`config.mk`:
```
export PLATFORM = sky130hd
export DESIGN_NAME = out_terminal_select
export DESIGN_NICKNAME = d
export VERILOG_FILES = /design/src/out_sel_pkg.sv /design/src/hold_qualifier.sv /design/src/out_terminal_select.sv
export SDC_FILE = /design/constraint.sdc
export NUM_CORES = 1
export LEC_CHECK = 0
export BUFFER_PORTS_ARGS = -buffer_cell sky130_fd_sc_hd__buf_2
export CORE_MARGIN = 2
export CORE_UTILIZATION = 40
export DETAILED_ROUTE_END_ITERATION = 8
export SYNTH_ARGS = -nofsm -noshare
export SYNTH_HDL_FRONTEND = slang
export SYNTH_HIERARCHICAL = 1
export SYNTH_SLANG_ARGS = --single-unit
```
`constraint.sdc`:
```
create_clock -name sys_clk -period 3.85 [get_ports sys_clk]
set_input_delay 0.385 -clock sys_clk [delete_from_list [all_inputs] [get_ports sys_clk]]
set_output_delay 0.385 -clock sys_clk [all_outputs]
set_load 0.1 [all_outputs]
```
`src/out_sel_pkg.sv`:
```
// Constants for the programmable output terminal selector.
// Assumes a 10 MHz system clock and an APB master with 32-bit data.

package out_sel_pkg;

   // ----------------------------------------------------------------
   // Register offsets
   // ----------------------------------------------------------------
   localparam logic [7:0] OFS_SELECT = 8'h00;
   localparam logic [7:0] OFS_ARRIVAL = 8'h04;
   localparam logic [7:0] OFS_THRESH = 8'h08;
   localparam logic [7:0] OFS_LIMDLY = 8'h0C;
   localparam logic [7:0] OFS_TORQUE = 8'h10;
   localparam logic [7:0] OFS_COUNT = 8'h14;
   localparam logic [7:0] OFS_TIMER = 8'h18;
   localparam logic [7:0] OFS_HOURS = 8'h1C;
   localparam logic [7:0] OFS_UNDERLOAD = 8'h20;
   localparam logic [7:0] OFS_VBUS = 8'h24;
   localparam logic [7:0] OFS_OVERLOAD = 8'h28;
   localparam logic [7:0] OFS_STATUS = 8'h2C;

   // ----------------------------------------------------------------
   // Field positions and reset values
   // ----------------------------------------------------------------
   localparam int SEL_RELAY_LSB = 8;
   localparam int HI_LSB = 16;
   localparam logic [5:0] RST_TRANS_SEL = 6'h00;
   localparam logic [5:0] RST_RELAY_SEL = 6'h13;
   localparam logic [15:0] RST_WIDTH = 16'h00FA;
   localparam logic [15:0] RST_LEVEL = 16'h1388;
   localparam logic [15:0] RST_LAG = 16'h0064;
   localparam logic [15:0] RST_LIM_DLY = 16'h0000;
   localparam logic [15:0] RST_TORQUE_REF = 16'h03E8;
   localparam logic [15:0] RST_COUNT_TGT = 16'h0000;
   localparam logic [15:0] RST_TIMER_TGT = 16'h0000;
   localparam logic [15:0] RST_HOURS = 16'hFFFA;
   localparam logic [15:0] RST_UL_LEVEL = 16'h0064;
   localparam logic [15:0] RST_UL_DLY = 16'h0032;
   localparam logic [15:0] RST_STALL = 16'h1900;
   localparam logic [15:0] RST_UNDERV = 16'h0BB8;
   localparam logic [15:0] RST_OVERLOAD = 16'h03E8;
   localparam logic [15:0] MAX_COUNT_TGT = 16'h270F;

   // ----------------------------------------------------------------
   // Function codes
   // ----------------------------------------------------------------
   localparam logic [5:0] FN_RUN = 6'h01;
   localparam logic [5:0] FN_ARRIVAL = 6'h02;
   localparam logic [5:0] FN_THRESH = 6'h03;
   localparam logic [5:0] FN_UPPER = 6'h04;
   localparam logic [5:0] FN_LOWER = 6'h05;
   localparam logic [5:0] FN_ZERO_RUN = 6'h07;
   localparam logic [5:0] FN_TIMER = 6'h0D;
   localparam logic [5:0] FN_COUNT = 6'h0E;
   localparam logic [5:0] FN_HOURS = 6'h0F;
   localparam logic [5:0] FN_TORQUE = 6'h10;
   localparam logic [5:0] FN_STALL = 6'h12;
   localparam logic [5:0] FN_FAULT = 6'h13;
   localparam logic [5:0] FN_EXT = 6'h14;
   localparam logic [5:0] FN_UNDERV = 6'h15;
   localparam logic [5:0] FN_OVERLOAD = 6'h17;
   localparam logic [5:0] FN_AI1 = 6'h18;
   localparam logic [5:0] FN_AI2 = 6'h19;
   localparam logic [5:0] FN_SLEEP = 6'h1D;
   localparam logic [5:0] FN_ZERO = 6'h1E;
   localparam logic [5:0] FN_DIR = 6'h21;
   localparam logic [5:0] FN_UNDERLOAD = 6'h23;
   localparam logic [5:0] FN_MULTI = 6'h24;
   localparam logic [5:0] FN_CTRL = 6'h25;
   localparam logic [5:0] FN_MAX = 6'h25;

   // ----------------------------------------------------------------
   // Timing
   // ----------------------------------------------------------------
   localparam int CLK_HZ = 10_000_000;
   localparam int TICK_MS = 100;
   localparam int TICK_CYCLES = CLK_HZ / 1000 * TICK_MS;
   localparam int AI_FAULT_MS = 500;
   localparam logic [15:0] AI_FAULT_TICKS = 16'(AI_FAULT_MS / TICK_MS);
   localparam int HOUR_S = 3600;
   localparam int HOUR_TICKS = HOUR_S * 1000 / TICK_MS;
   localparam int MINUTE_S = 60;
   localparam logic [6:0] TMR_SEC_TICKS = 7'h01;
   localparam logic [6:0] TMR_MIN_TICKS = 7'(MINUTE_S * TMR_SEC_TICKS);

endpackage : out_sel_pkg

```
`src/hold_qualifier.sv`:
```
// Qualifies a condition that must hold for a number of ticks.
// Assumes tick is a one-cycle pulse on the same clock.
`timescale 1ns/1ps

module hold_qualifier #(
   parameter int W = 16
) (
   // Clock and reset
   input wire logic sys_clk,
   input wire logic nrst,
   // Qualification
   input wire logic tick,
   input wire logic cond,
   input wire logic [W-1:0] limit,
   output logic done
);

   logic [W-1:0] cnt_ff;

   // The count restarts whenever the condition drops.
   always_ff @(posedge sys_clk or negedge nrst) begin
      if (!nrst) begin
         cnt_ff <= '0;
      end else if (!cond) begin
         cnt_ff <= '0;
      end else if (tick && cnt_ff < limit) begin
         cnt_ff <= cnt_ff + 1'b1;
      end
   end

   always_ff @(posedge sys_clk or negedge nrst) begin
      if (!nrst) begin
         done <= 1'b0;
      end else begin
         done <= cond && cnt_ff >= limit;
      end
   end

endmodule : hold_qualifier

```
`src/out_terminal_select.sv`:
```
// Status generator and selector for the transistor and relay outputs.
// Assumes drive measurements arrive on sys_clk; settings over APB.
//
// The implementer's own choices: register access over APB and the address map.
`timescale 1ns/1ps

module out_terminal_select #(
   parameter int TICK_CYCLES = out_sel_pkg::TICK_CYCLES,
   parameter int HOUR_TICKS = out_sel_pkg::HOUR_TICKS,
   parameter int MULTI_N = 4
) (
   // Clock and reset
   input wire logic sys_clk,
   input wire logic nrst,
   // APB slave
   input wire logic psel,
   input wire logic penable,
   input wire logic pwrite,
   input wire logic [7:0] paddr,
   input wire logic [31:0] pwdata,
   output logic [31:0] prdata,
   output logic pready,
   output logic pslverr,
   // Frequencies in 0.01 Hz
   input wire logic [15:0] out_freq,
   input wire logic [15:0] set_freq,
   input wire logic [15:0] upper_freq,
   input wire logic [15:0] lower_freq,
   // Measurements
   input wire logic [15:0] bus_volt,
   input wire logic [15:0] out_current,
   input wire logic [15:0] torque,
   input wire logic [15:0] count_value,
   input wire logic [11:0] ai1_level,
   input wire logic [11:0] ai1_min,
   input wire logic [11:0] ai1_max,
   input wire logic [11:0] ai2_level,
   input wire logic [11:0] ai2_min,
   input wire logic [11:0] ai2_max,
   // Drive state
   input wire logic drive_running,
   input wire logic drive_fault,
   input wire logic external_fault_stop,
   input wire logic sleep_state,
   input wire logic direction_rev,
   input wire logic [MULTI_N-1:0] multi_step_in,
   input wire logic control_in,
   input wire logic timer_enable_in,
   input wire logic timer_unit_min,
   // Terminals
   output logic transistor_out,
   output logic relay_out
);

   // ----------------------------------------------------------------
   // Settings
   // ----------------------------------------------------------------
   logic [5:0] trans_sel_ff;
   logic [5:0] relay_sel_ff;
   logic [15:0] width_ff, level_ff, lag_ff, up_dly_ff, lo_dly_ff;
   logic [15:0] tq_ref_ff, cnt_tgt_ff, tmr_tgt_ff, hours_ff;
   logic [15:0] ul_level_ff, ul_dly_ff, stall_ff, underv_ff, ovl_ff;
   logic [31:0] status;
   logic [31:0] nxt_rdata;
   logic mapped;
   logic wr;

   assign wr = psel && penable && pready && pwrite;

   always_ff @(posedge sys_clk or negedge nrst) begin
      if (!nrst) begin
         trans_sel_ff <= out_sel_pkg::RST_TRANS_SEL;
         relay_sel_ff <= out_sel_pkg::RST_RELAY_SEL;
      end else if (wr && paddr == out_sel_pkg::OFS_SELECT) begin
         // Codes above the top one leave the selector unchanged.
         if (pwdata[5:0] <= out_sel_pkg::FN_MAX) begin
            trans_sel_ff <= pwdata[5:0];
         end
         if (pwdata[out_sel_pkg::SEL_RELAY_LSB +: 6] <=
             out_sel_pkg::FN_MAX) begin
            relay_sel_ff <= pwdata[out_sel_pkg::SEL_RELAY_LSB +: 6];
         end
      end
   end

   always_ff @(posedge sys_clk or negedge nrst) begin
      if (!nrst) begin
         width_ff <= out_sel_pkg::RST_WIDTH;
         level_ff <= out_sel_pkg::RST_LEVEL;
         lag_ff <= out_sel_pkg::RST_LAG;
         up_dly_ff <= out_sel_pkg::RST_LIM_DLY;
         lo_dly_ff <= out_sel_pkg::RST_LIM_DLY;
         tq_ref_ff <= out_sel_pkg::RST_TORQUE_REF;
         cnt_tgt_ff <= out_sel_pkg::RST_COUNT_TGT;
         tmr_tgt_ff <= out_sel_pkg::RST_TIMER_TGT;
         hours_ff <= out_sel_pkg::RST_HOURS;
         ul_level_ff <= out_sel_pkg::RST_UL_LEVEL;
         ul_dly_ff <= out_sel_pkg::RST_UL_DLY;
         stall_ff <= out_sel_pkg::RST_STALL;
         underv_ff <= out_sel_pkg::RST_UNDERV;
         ovl_ff <= out_sel_pkg::RST_OVERLOAD;
      end else if (wr) begin
         unique case (paddr)
            out_sel_pkg::OFS_ARRIVAL: begin
               width_ff <= pwdata[15:0];
            end
            out_sel_pkg::OFS_THRESH: begin
               level_ff <= pwdata[15:0];
               lag_ff <= pwdata[out_sel_pkg::HI_LSB +: 16];
            end
            out_sel_pkg::OFS_LIMDLY: begin
               up_dly_ff <= pwdata[15:0];
               lo_dly_ff <= pwdata[out_sel_pkg::HI_LSB +: 16];
            end
            out_sel_pkg::OFS_TORQUE: begin
               tq_ref_ff <= pwdata[15:0];
            end
            out_sel_pkg::OFS_COUNT: begin
               if (pwdata[15:0] <= out_sel_pkg::MAX_COUNT_TGT) begin
                  cnt_tgt_ff <= pwdata[15:0];
               end
            end
            out_sel_pkg::OFS_TIMER: begin
               tmr_tgt_ff <= pwdata[15:0];
            end
            out_sel_pkg::OFS_HOURS: begin
               hours_ff <= pwdata[15:0];
            end
            out_sel_pkg::OFS_UNDERLOAD: begin
               ul_level_ff <= pwdata[15:0];
               ul_dly_ff <= pwdata[out_sel_pkg::HI_LSB +: 16];
            end
            out_sel_pkg::OFS_VBUS: begin
               stall_ff <= pwdata[15:0];
               underv_ff <= pwdata[out_sel_pkg::HI_LSB +: 16];
            end
            out_sel_pkg::OFS_OVERLOAD: begin
               ovl_ff <= pwdata[15:0];
            end
            default: begin
            end
         endcase
      end
   end

   // ----------------------------------------------------------------
   // APB answer
   // ----------------------------------------------------------------
   always_comb begin
      mapped = 1'b1;
      nxt_rdata = 32'h0000_0000;
      unique case (paddr)
         out_sel_pkg::OFS_SELECT: begin
            nxt_rdata = {18'h0, relay_sel_ff, 2'h0, trans_sel_ff};
         end
         out_sel_pkg::OFS_ARRIVAL: nxt_rdata = {16'h0, width_ff};
         out_sel_pkg::OFS_THRESH: nxt_rdata = {lag_ff, level_ff};
         out_sel_pkg::OFS_LIMDLY: nxt_rdata = {lo_dly_ff, up_dly_ff};
         out_sel_pkg::OFS_TORQUE: nxt_rdata = {16'h0, tq_ref_ff};
         out_sel_pkg::OFS_COUNT: nxt_rdata = {16'h0, cnt_tgt_ff};
         out_sel_pkg::OFS_TIMER: nxt_rdata = {16'h0, tmr_tgt_ff};
         out_sel_pkg::OFS_HOURS: nxt_rdata = {16'h0, hours_ff};
         out_sel_pkg::OFS_UNDERLOAD: nxt_rdata = {ul_dly_ff, ul_level_ff};
         out_sel_pkg::OFS_VBUS: nxt_rdata = {underv_ff, stall_ff};
         out_sel_pkg::OFS_OVERLOAD: nxt_rdata = {16'h0, ovl_ff};
         out_sel_pkg::OFS_STATUS: nxt_rdata = status;
         default: mapped = 1'b0;
      endcase
   end

   // The answer is prepared in the setup cycle and stands one cycle.
   always_ff @(posedge sys_clk or negedge nrst) begin
      if (!nrst) begin
         pready <= 1'b0;
         pslverr <= 1'b0;
         prdata <= 32'h0000_0000;
      end else begin
         pready <= psel && !penable;
         pslverr <= psel && !penable && !mapped;
         prdata <= (psel && !penable && !pwrite) ? nxt_rdata : 32'h0;
      end
   end

   // ----------------------------------------------------------------
   // Time base of 0.1 s
   // ----------------------------------------------------------------
   logic [$clog2(TICK_CYCLES)-1:0] pre_ff;
   logic tick_ff;

   always_ff @(posedge sys_clk or negedge nrst) begin
      if (!nrst) begin
         pre_ff <= '0;
         tick_ff <= 1'b0;
      end else begin
         tick_ff <= pre_ff == ($clog2(TICK_CYCLES))'(TICK_CYCLES - 1);
         if (pre_ff == ($clog2(TICK_CYCLES))'(TICK_CYCLES - 1)) begin
            pre_ff <= '0;
         end else begin
            pre_ff <= pre_ff + 1'b1;
         end
      end
   end

   // ----------------------------------------------------------------
   // Frequency indications
   // ----------------------------------------------------------------
   logic [16:0] f_diff;
   logic [16:0] release_lvl;
   logic arrival_ff, thresh_ff, upper_done, lower_done;

   assign f_diff = (out_freq >= set_freq) ? {1'b0, out_freq - set_freq}
                                          : {1'b0, set_freq - out_freq};
   assign release_lvl = {1'b0, level_ff} - {1'b0, lag_ff};

   always_ff @(posedge sys_clk or negedge nrst) begin
      if (!nrst) begin
         arrival_ff <= 1'b0;
      end else begin
         arrival_ff <= f_diff <= {1'b0, width_ff};
      end
   end

   // A lag larger than the level never releases, not even at zero.
   always_ff @(posedge sys_clk or negedge nrst) begin
      if (!nrst) begin
         thresh_ff <= 1'b0;
      end else if (out_freq >= level_ff) begin
         thresh_ff <= 1'b1;
      end else if (!release_lvl[16] &&
                   {1'b0, out_freq} <= release_lvl) begin
         thresh_ff <= 1'b0;
      end
   end

   hold_qualifier #(.W(16)) upper_q (
      .sys_clk(sys_clk),
      .nrst(nrst),
      .tick(tick_ff),
      .cond(set_freq >= upper_freq && out_freq >= upper_freq),
      .limit(up_dly_ff),
      .done(upper_done)
   );

   hold_qualifier #(.W(16)) lower_q (
      .sys_clk(sys_clk),
      .nrst(nrst),
      .tick(tick_ff),
      .cond(set_freq <= lower_freq && out_freq <= lower_freq),
      .limit(lo_dly_ff),
      .done(lower_done)
   );

   // ----------------------------------------------------------------
   // Voltage, torque and load indications
   // ----------------------------------------------------------------
   logic stall_ind_ff, torque_ind_ff, underload_flag, ul_done;

   always_ff @(posedge sys_clk or negedge nrst) begin
      if (!nrst) begin
         stall_ind_ff <= 1'b0;
      end else if (bus_volt >= stall_ff) begin
         stall_ind_ff <= 1'b1;
      end else if (21'(bus_volt) * 21'd20 < 21'(stall_ff) * 21'd19) begin
         stall_ind_ff <= 1'b0;
      end
   end

   always_ff @(posedge sys_clk or negedge nrst) begin
      if (!nrst) begin
         torque_ind_ff <= 1'b0;
      end else if (torque >= tq_ref_ff) begin
         torque_ind_ff <= 1'b1;
      end else if (19'(torque) * 19'd5 < 19'(tq_ref_ff) * 19'd4) begin
         torque_ind_ff <= 1'b0;
      end
   end

   hold_qualifier #(.W(16)) underload_q (
      .sys_clk(sys_clk),
      .nrst(nrst),
      .tick(tick_ff),
      .cond(torque < ul_level_ff),
      .limit(ul_dly_ff),
      .done(ul_done)
   );

   // Equal torque neither sets nor clears the flag.
   always_ff @(posedge sys_clk or negedge nrst) begin
      if (!nrst) begin
         underload_flag <= 1'b0;
      end else if (torque > ul_level_ff) begin
         underload_flag <= 1'b0;
      end else if (ul_done) begin
         underload_flag <= 1'b1;
      end
   end

   // ----------------------------------------------------------------
   // Analog channel faults
   // ----------------------------------------------------------------
   logic [1:0] ai_fault;
   logic [11:0] ai_lvl [2];
   logic [11:0] ai_lo [2];
   logic [11:0] ai_hi [2];

   assign ai_lvl = '{ai1_level, ai2_level};
   assign ai_lo = '{ai1_min, ai2_min};
   assign ai_hi = '{ai1_max, ai2_max};

   for (genvar i = 0; i < 2; i++) begin : g_ai
      hold_qualifier #(.W(16)) ai_q (
         .sys_clk(sys_clk),
         .nrst(nrst),
         .tick(tick_ff),
         .cond(ai_lvl[i] < ai_lo[i] || ai_lvl[i] > ai_hi[i]),
         .limit(out_sel_pkg::AI_FAULT_TICKS),
         .done(ai_fault[i])
      );
   end

   // ----------------------------------------------------------------
   // Timer and running hours
   // ----------------------------------------------------------------
   logic [6:0] tmr_pre_ff;
   logic [15:0] tmr_acc_ff;
   logic [$clog2(HOUR_TICKS)-1:0] hr_pre_ff;
   logic [15:0] hr_acc_ff;
   logic [6:0] tmr_step;

   assign tmr_step = timer_unit_min ? out_sel_pkg::TMR_MIN_TICKS
                                    : out_sel_pkg::TMR_SEC_TICKS;

   // Accumulation stops at the setpoint so the match holds.
   always_ff @(posedge sys_clk or negedge nrst) begin
      if (!nrst) begin
         tmr_pre_ff <= '0;
         tmr_acc_ff <= '0;
      end else if (!timer_enable_in) begin
         tmr_pre_ff <= '0;
         tmr_acc_ff <= '0;
      end else if (tick_ff && tmr_acc_ff != tmr_tgt_ff) begin
         if (tmr_pre_ff + 7'h01 >= tmr_step) begin
            tmr_pre_ff <= '0;
            tmr_acc_ff <= tmr_acc_ff + 1'b1;
         end else begin
            tmr_pre_ff <= tmr_pre_ff + 1'b1;
         end
      end
   end

   always_ff @(posedge sys_clk or negedge nrst) begin
      if (!nrst) begin
         hr_pre_ff <= '0;
         hr_acc_ff <= '0;
      end else if (drive_running && tick_ff) begin
         if (hr_pre_ff == ($clog2(HOUR_TICKS))'(HOUR_TICKS - 1)) begin
            hr_pre_ff <= '0;
            if (hr_acc_ff != 16'hFFFF) begin
               hr_acc_ff <= hr_acc_ff + 1'b1;
            end
         end else begin
            hr_pre_ff <= hr_pre_ff + 1'b1;
         end
      end
   end

   // ----------------------------------------------------------------
   // Function table and selectors
   // ----------------------------------------------------------------
   logic [63:0] fn;

   always_comb begin
      fn = 64'h0;
      fn[out_sel_pkg::FN_RUN] = drive_running;
      fn[out_sel_pkg::FN_ARRIVAL] = arrival_ff;
      fn[out_sel_pkg::FN_THRESH] = thresh_ff;
      fn[out_sel_pkg::FN_UPPER] = upper_done;
      fn[out_sel_pkg::FN_LOWER] = lower_done;
      fn[out_sel_pkg::FN_ZERO_RUN] = drive_running && out_freq == 16'h0;
      fn[out_sel_pkg::FN_TIMER] = timer_enable_in &&
                                  tmr_acc_ff == tmr_tgt_ff;
      fn[out_sel_pkg::FN_COUNT] = count_value >= cnt_tgt_ff;
      fn[out_sel_pkg::FN_HOURS] = hr_acc_ff >= hours_ff;
      fn[out_sel_pkg::FN_TORQUE] = torque_ind_ff;
      fn[out_sel_pkg::FN_STALL] = stall_ind_ff;
      fn[out_sel_pkg::FN_FAULT] = drive_fault;
      fn[out_sel_pkg::FN_EXT] = external_fault_stop;
      fn[out_sel_pkg::FN_UNDERV] = bus_volt < underv_ff;
      fn[out_sel_pkg::FN_OVERLOAD] = out_current > ovl_ff;
      fn[out_sel_pkg::FN_AI1] = ai_fault[0];
      fn[out_sel_pkg::FN_AI2] = ai_fault[1];
      fn[out_sel_pkg::FN_SLEEP] = sleep_state;
      fn[out_sel_pkg::FN_ZERO] = out_freq == 16'h0;
      fn[out_sel_pkg::FN_DIR] = direction_rev;
      fn[out_sel_pkg::FN_UNDERLOAD] = underload_flag;
      fn[out_sel_pkg::FN_MULTI] = |multi_step_in;
      fn[out_sel_pkg::FN_CTRL] = control_in;
   end

   // Each terminal picks its own code from the shared table.
   always_ff @(posedge sys_clk or negedge nrst) begin
      if (!nrst) begin
         transistor_out <= 1'b0;
         relay_out <= 1'b0;
      end else begin
         transistor_out <= fn[trans_sel_ff];
         relay_out <= fn[relay_sel_ff];
      end
   end

   assign status = {18'h0, ai_fault, underload_flag, fn[15:13],
                    torque_ind_ff, stall_ind_ff, lower_done, upper_done,
                    thresh_ff, arrival_ff, relay_out, transistor_out};

endmodule : out_terminal_select

```
==> results.cfg, run 1 <==
[clock_network]
cts_inserted_buffers = 51
clock_path_buffers = 3
cts_root_buffer = clkbuf_16
clock-sinks = 438
cts.clk_slew.worst_paths_ns = 0.07
clock_latency_ns = 0.64
h-tree-depth = 2
cts_tree = done

[logic_synthesis]
synth_edf_count = 0
ys_warn_count = 6
synthFlopType = dfrtp_1
async_reset_ff_frac = 1.00
avgSynthCellArea_um2 = 9.45
synth_xor_area_frac = 0.0376
yosys.area_share.simple = 0.130
synth_area_um2 = 34700
yosysUniqueCellTypes = 83
synthMuxAreaShare = 0.0860
ys_ff_latch = 438
synth_compound_area_frac = 0.163
synth_top_family_by_area = adder cells
yosys.area_share.adder = 0.203
syn_inst = 3672
ys_seq_area_frac = 0.318

[pwr]
p_leak_nw = 20.0
power_density_nw_per_um2 = 299
peakVddDrop_mv = 0.336

[sta]
period_minus_slack_ns = 4.17
post-route-period-util = 1.08
hold-worst-slack_ns = 0.0606
setup_slack_ns = -0.324
slew_headroom = 0.270
slew_viol_final = 0
timing.fmax_ghz = 0.240
tightest_slew_ns = 1.08
hold_violations = 0
rsz0062_at_grt = yes
skew_ns = 0.0599
setup_violations = 1

[die]
die_x_um = 299
ios = 293
die_area_um2 = 89100
dieHeight_um = 299
core_area_um2 = 86300
rows = 108
start_util = 0.402

[outcome]
outcome = complete, but fails checks
failed_checks = negative setup slack

[final_layout]
area_growth_pct = 18.3
multiInputGateArea_um2 = 21900
nNetsFinal = 4963
seqCellArea_um2 = 11000
drive_above_1_share = 0.228
n_fill_cell = 8306
largest_registers = g_ai.ai_q/cnt_ff (32), prdata (32), pre_ff (20)

[global_routing]
grt_pass1_wl_mm = 167
grt_max_degree = 110
grt.overflow.total = 0
grt_pass1_vias = 28600
grt_usage = 0.240
antenna_found_initial = 17

[detailed_routing]
vias = 29500
drc = 0
dr.pass1.iters = 5
drtIter0Drc = 1934
vias_per_cell = 5.51
ant_nets = 0
drt_wl_total_mm = 109
post_drt_wl_per_cell_um = 20.3

[flow_run]
max_cap_viol_count = 0

[placed_design]
dpl.hpwl_mm = 86.6
io_buffers = 292
globalplace.congestion = 0.953
dp_slack_ns = -0.443

[critical_path]
cp.arrival_ns = 4.67
crit_fanout = 4
crit_required_ns = 4.34
setup.worst_path.end_class = register
startpoint_type = register
crit_type = reg -> reg

[min_path]
hold_path.class = in -> reg
-- report_power, final --
part,internal [W],switching [W],leakage (nW)
Combinational,0.000965,0.00125,13.3
Clock,0.00319,0.00215,0.911
Sequential,0.00464,0.0000702,5.78
-- metal layers --
layer	track usage	part of all wire
met4	0.0701	0.031
met3	0.0489	0.075
met5	0	0.0014
met2	0.391	0.46
met1	0.320	0.43
-- area by class of cell --
cell class                      count  share of cell area
Clock buffer                       70              0.0360
Tap cell                         1155              0.0352
Inverter                          454              0.0416
Sequential cell                   438               0.269
Multi-Input combinational cell   2709               0.533
Clock inverter                     26             0.00996
Antenna cell                        4            0.000244
Timing Repair Buffer              498              0.0751
-- metrics by stage --
| stage | power (W) | instance area (µm²) | std cells | util | TNS (ns) |
|---|---|---|---|---|---|
| after global placement | 0.00695 | 39000 | 5246 | 0.451 | -0.709 |
| after floorplan | 0.00608 | 34900 | 3702 | - | -0.0854 |
| after detailed placement | 0.00697 | 39000 | 5246 | 0.451 | -0.990 |
| final | 0.0123 | 41100 | 5354 | 0.476 | -0.324 |
| after CTS | 0.0124 | 40900 | 5348 | 0.474 | -0.309 |
| after global routing | 0.0129 | 41100 | 5350 | 0.475 | -0.705 |
-- repair_timing --
item                       CTS  global route
hold buffers                 2             0
hold endpoints to repair    89             0
setup buffers                4             2
resized for setup            7            32
cloned                       0             0
pin swaps                    7            25
setup endpoints to repair    2             3
-- cell families (layout without fill, tap and decap cells) --
family          after synthesis  count (layout)
xor+xnor                    149             149
fa+ha+maj                   554             554
mux                         270             270
simple gates                858             858
flops                       438             438
compound gates              846             846
buf+inv                     555            1048
other cells                   2              36
-- cells in the final DEF (no fill, tap or decap), types with 51 or more instances in the layout --
cell type	n
a21o_1	108
a21oi_1	215
buf_2	291
buf_4	199
clkbuf_16	51
dfrtp_1	376
dfstp_2	59
ha_1	529
inv_1	448
mux2_2	223
nand2_1	194
nand2b_1	57
nand3_1	86
nand4_1	89
nor2_1	145
o21ai_0	131
xnor2_1	88
xor2_1	61
-- critical path: stages, from the launching register on --
cell	delay (ns)
dfrtp_1	0.42
ha_1	0.33
fa_1	0.46
ha_1	0.30
o21a_1	0.13
o21ai_2	0.18
a211oi_2	0.12
a2111oi_4	0.33
o31ai_2	0.10
o21a_1	0.23
nor2_2	0.10
xor2_1	0.15
ha_1	0.26
a21o_1	0.17
a21o_1	0.17
a21oi_1	0.12
o21ai_1	0.08
a221oi_1	0.30
o21ai_1	0.11
-- Yosys cell counts, drive strengths merged, types with 59 or more instances --
library cell,n,area (µm²)
ha,537,6720
inv,454,1700
dfrtp,379,9480
a21oi,226,1190
mux2,225,2530
nand2,196,736
o21ai,155,776
nor2,151,569
a21o,108,811
nand3,92,485
nand4,89,557
xnor2,88,771
clkbuf,62,233
xor2,61,534
dfstp,59,1550
-- path summary, 6_finish.rpt --
| check | startpoint | to | slack [ns] | cells past startpoint |
|---|---|---|---|---|
| max | stall_ff[4]$_DFFE_PN0P_ | stall_ind_ff$_DFFE_PN0P_ | -0.32 | 18 |
| min | pwdata[25] | ul_dly_ff[9]$_DFFE_PN0P_ | 0.06 | 2 |
| max reg2reg | stall_ff[4]$_DFFE_PN0P_ | stall_ind_ff$_DFFE_PN0P_ | -0.32 | 18 |
| min reg2reg | underload_q/done$_DFF_PN0_ | underload_flag$_DFFE_PN0P_ | 0.47 | 1 |
| max in group asynchronous | nrst | width_ff[7]$_DFFE_PN1P_ | 2.44 | 3 |
| min in group asynchronous | nrst | hr_pre_ff[9]$_DFFE_PN0P_ | 0.46 | 2 |
No activity file was read; power rests on OpenSTA's default activity.
==> inputs of run 2 (changes only) <==
--- a/config.mk
+++ b/config.mk
@@ -8,7 +8,9 @@
 export BUFFER_PORTS_ARGS = -buffer_cell sky130_fd_sc_hd__buf_2
 export CORE_MARGIN = 2
 export CORE_UTILIZATION = 40
+export CTS_CLUSTER_SIZE = 28
 export DETAILED_ROUTE_END_ITERATION = 8
+export REMOVE_ABC_BUFFERS = 1
 export SYNTH_ARGS = -nofsm -noshare
 export SYNTH_HDL_FRONTEND = slang
 export SYNTH_HIERARCHICAL = 1
==> run 2 against run 1 <==
Against the previous run:
- the run still ends with negative setup slack left
- global-route usage down 0.24 points
- sequential share of layout area hardly changed
- maximum frequency is 1.5% lower
- routed wire length decreased by 1.2%
- sequential power about the same
- clock skew is 0.016 ns lower
- largest cell class unchanged
- largest power group unchanged
==> results.cfg, run 2 (synthesized netlist as in run 1, its figures left out) <==
[outcome]
outcome = complete, but fails checks
failed_checks = negative setup slack

[die]
die_x_um = 299
dieHeight_um = 299
die_area_um2 = 89100
core_area_um2 = 86300
ios = 293
start_util = 0.402
rows = 108

[critical_path]
path_cells = buf_6, ha_4, ha_4, ha_1, nor2b_1, o21a_1, o21ai_2, a211oi_2, a2111oi_2, buf_4, o31ai_4, o21a_1, nor2_1, xor2_1, ha_1, a21o_1, a21o_1, a21oi_2, o21ai_2, a221oi_2, o21ai_1
cpMaxStageDelayCell = dfrtp_1
crit_required_ns = 4.36
crit_type = reg -> reg
crit_fanout = 3
crit_buf_inv = 2
max_stage_delay_ns = 0.40
setup.worst_path.end_class = register
startpoint_type = register
cp.arrival_ns = 4.75
crit_family = compound AO/OA/AOI/OAI gates

[final_layout]
final_common_cell = ha_1
nNetsFinal = 4986
largest_registers = g_ai.ai_q/cnt_ff (32), prdata (32), pre_ff (20)
drive_above_1_share = 0.232
area_growth_pct = 18.5
seqCellArea_um2 = 11000
multiInputGateArea_um2 = 22000
final_area_um2 = 41100
final_cell_mix = 524 x ha_1, 448 x inv_1, 378 x dfrtp_1, 291 x buf_2, 224 x mux2_2
instances_no_fill = 5376
n_fill_cell = 8263

[clock_network]
cts.clk_slew.worst_paths_ns = 0.07
clock_path_buffers = 3
cts_root_buffer = clkbuf_16
clock_latency_ns = 0.63
h-tree-depth = 2
cts_inserted_buffers = 50
clock-sinks = 438
cts_tree = done

[sta]
tightest_slew_ns = 0.994
slew_headroom = 0.337
post-route-period-util = 1.10
skew_ns = 0.0436
setup_slack_ns = -0.387
setup_violations = 1
hold_violations = 0
timing.fmax_ghz = 0.236
rsz0062_at_grt = yes
period_minus_slack_ns = 4.24
tns_ns = -0.387
hold-worst-slack_ns = 0.0284
slew_viol_final = 0

[global_routing]
grt_max_degree = 94
grt_pass1_vias = 28800
grt_usage = 0.237
antenna_found_initial = 15
grt.overflow.total = 0
grt_pass1_wl_mm = 166

[detailed_routing]
drt_wl_total_mm = 108
vias = 29400
drtIter0Drc = 2106
ant_nets = 0
vias_per_cell = 5.47
drc = 0
dr.pass1.iters = 7
post_drt_wl_per_cell_um = 20.0

[placed_design]
place_inst = 5262
io_buffers = 292
dpl.hpwl_mm = 85.0
globalplace.congestion = 0.951
dp_slack_ns = -0.713
dpl_cell_area_um2 = 39000

[min_path]
hold_path.class = in -> reg

[pwr]
p_leak_nw = 20.0
peakVddDrop_mv = 0.322
power_density_nw_per_um2 = 289

[flow_run]
max_cap_viol_count = 0
==> run 2: cell count changes in the layout (fill, tap and decap cells not counted), moves of 4 or more <==
| cell | delta |
|---|---|
| ha_1 | -5 |
| clkbuf_8 | -4 |
| clkbuf_1 | +6 |
| clkinv_2 | +5 |
| buf_4 | +22 |
| buf_6 | +4 |
| clkinvlp_4 | -4 |
| ha_4 | +4 |
==> run 2: repair_timing <==
action                                 in CTS  in global routing
gates cloned                                0                  0
buffers inserted                           11                  4
setup endpoints to repair                   2                  4
pin swaps                                  40                 29
hold buffers                                1                  0
endpoints found under the hold margin      79                  0
resized for setup                          35                 38
==> run 2: worst min-delay path: stages <==
cell	delay, ns
buf_2	0.10
nand2b_1	0.08
inv_1	0.06
==> run 2: area by class of cell <==
cell class,instances,area share
multi-input combinational,2709,0.534
sequential,438,0.268
timing repair buffer,522,0.0794
inverter,454,0.0414
tap,1155,0.0352
clock buffer,71,0.0345
clock inverter,23,0.00666
antenna,4,0.000243
==> run 2: per-layer routing <==
metal  vias up  GRT usage  routed length, µm
met3       186     0.0392               7240
met4        12     0.0808               3660
met5         -          0                 69
met1     14100      0.316              47000
met2       895      0.390              49700
li1      14200          -                  -
==> run 2: worst paths after layout <==
kind                                    startpoint                             endpoint  slack, ns  cells past startpoint
min in group asynchronous                     nrst  g_ai[1].ai_q/cnt_ff[12]$_DFFE_PN0P_       0.40                      2
min reg2reg                    pre_ff[4]$_DFF_PN0_                  pre_ff[4]$_DFF_PN0_       0.47                      1
max reg2reg                stall_ff[3]$_DFFE_PN0P_             stall_ind_ff$_DFFE_PN0P_      -0.39                     21
min                                           psel                     pready$_DFF_PN0_       0.03                      3
max in group asynchronous                     nrst                ovl_ff[9]$_DFFE_PN1P_       2.48                      3
max                        stall_ff[3]$_DFFE_PN0P_             stall_ind_ff$_DFFE_PN0P_      -0.39                     21
==> run 2: power breakdown <==
| part | internal (W) | switching (W) | total [W] | leakage, nW |
|---|---|---|---|---|
| Combinational | 0.000969 | 0.00127 | 0.00223 | 13.4 |
| Clock | 0.00286 | 0.00207 | 0.00494 | 0.841 |
| Sequential | 0.00465 | 0.0000615 | 0.00471 | 5.78 |
| Total | 0.00848 | 0.00340 | 0.0119 | 20.0 |
==> run 2: through the flow <==
step            util  power (W)
4_1_cts        0.474     0.0120
6_report       0.476     0.0119
2_1_floorplan      -    0.00603
5_1_grt        0.476     0.0124
3_3_place_gp   0.451    0.00695
3_5_place_dp   0.451    0.00697
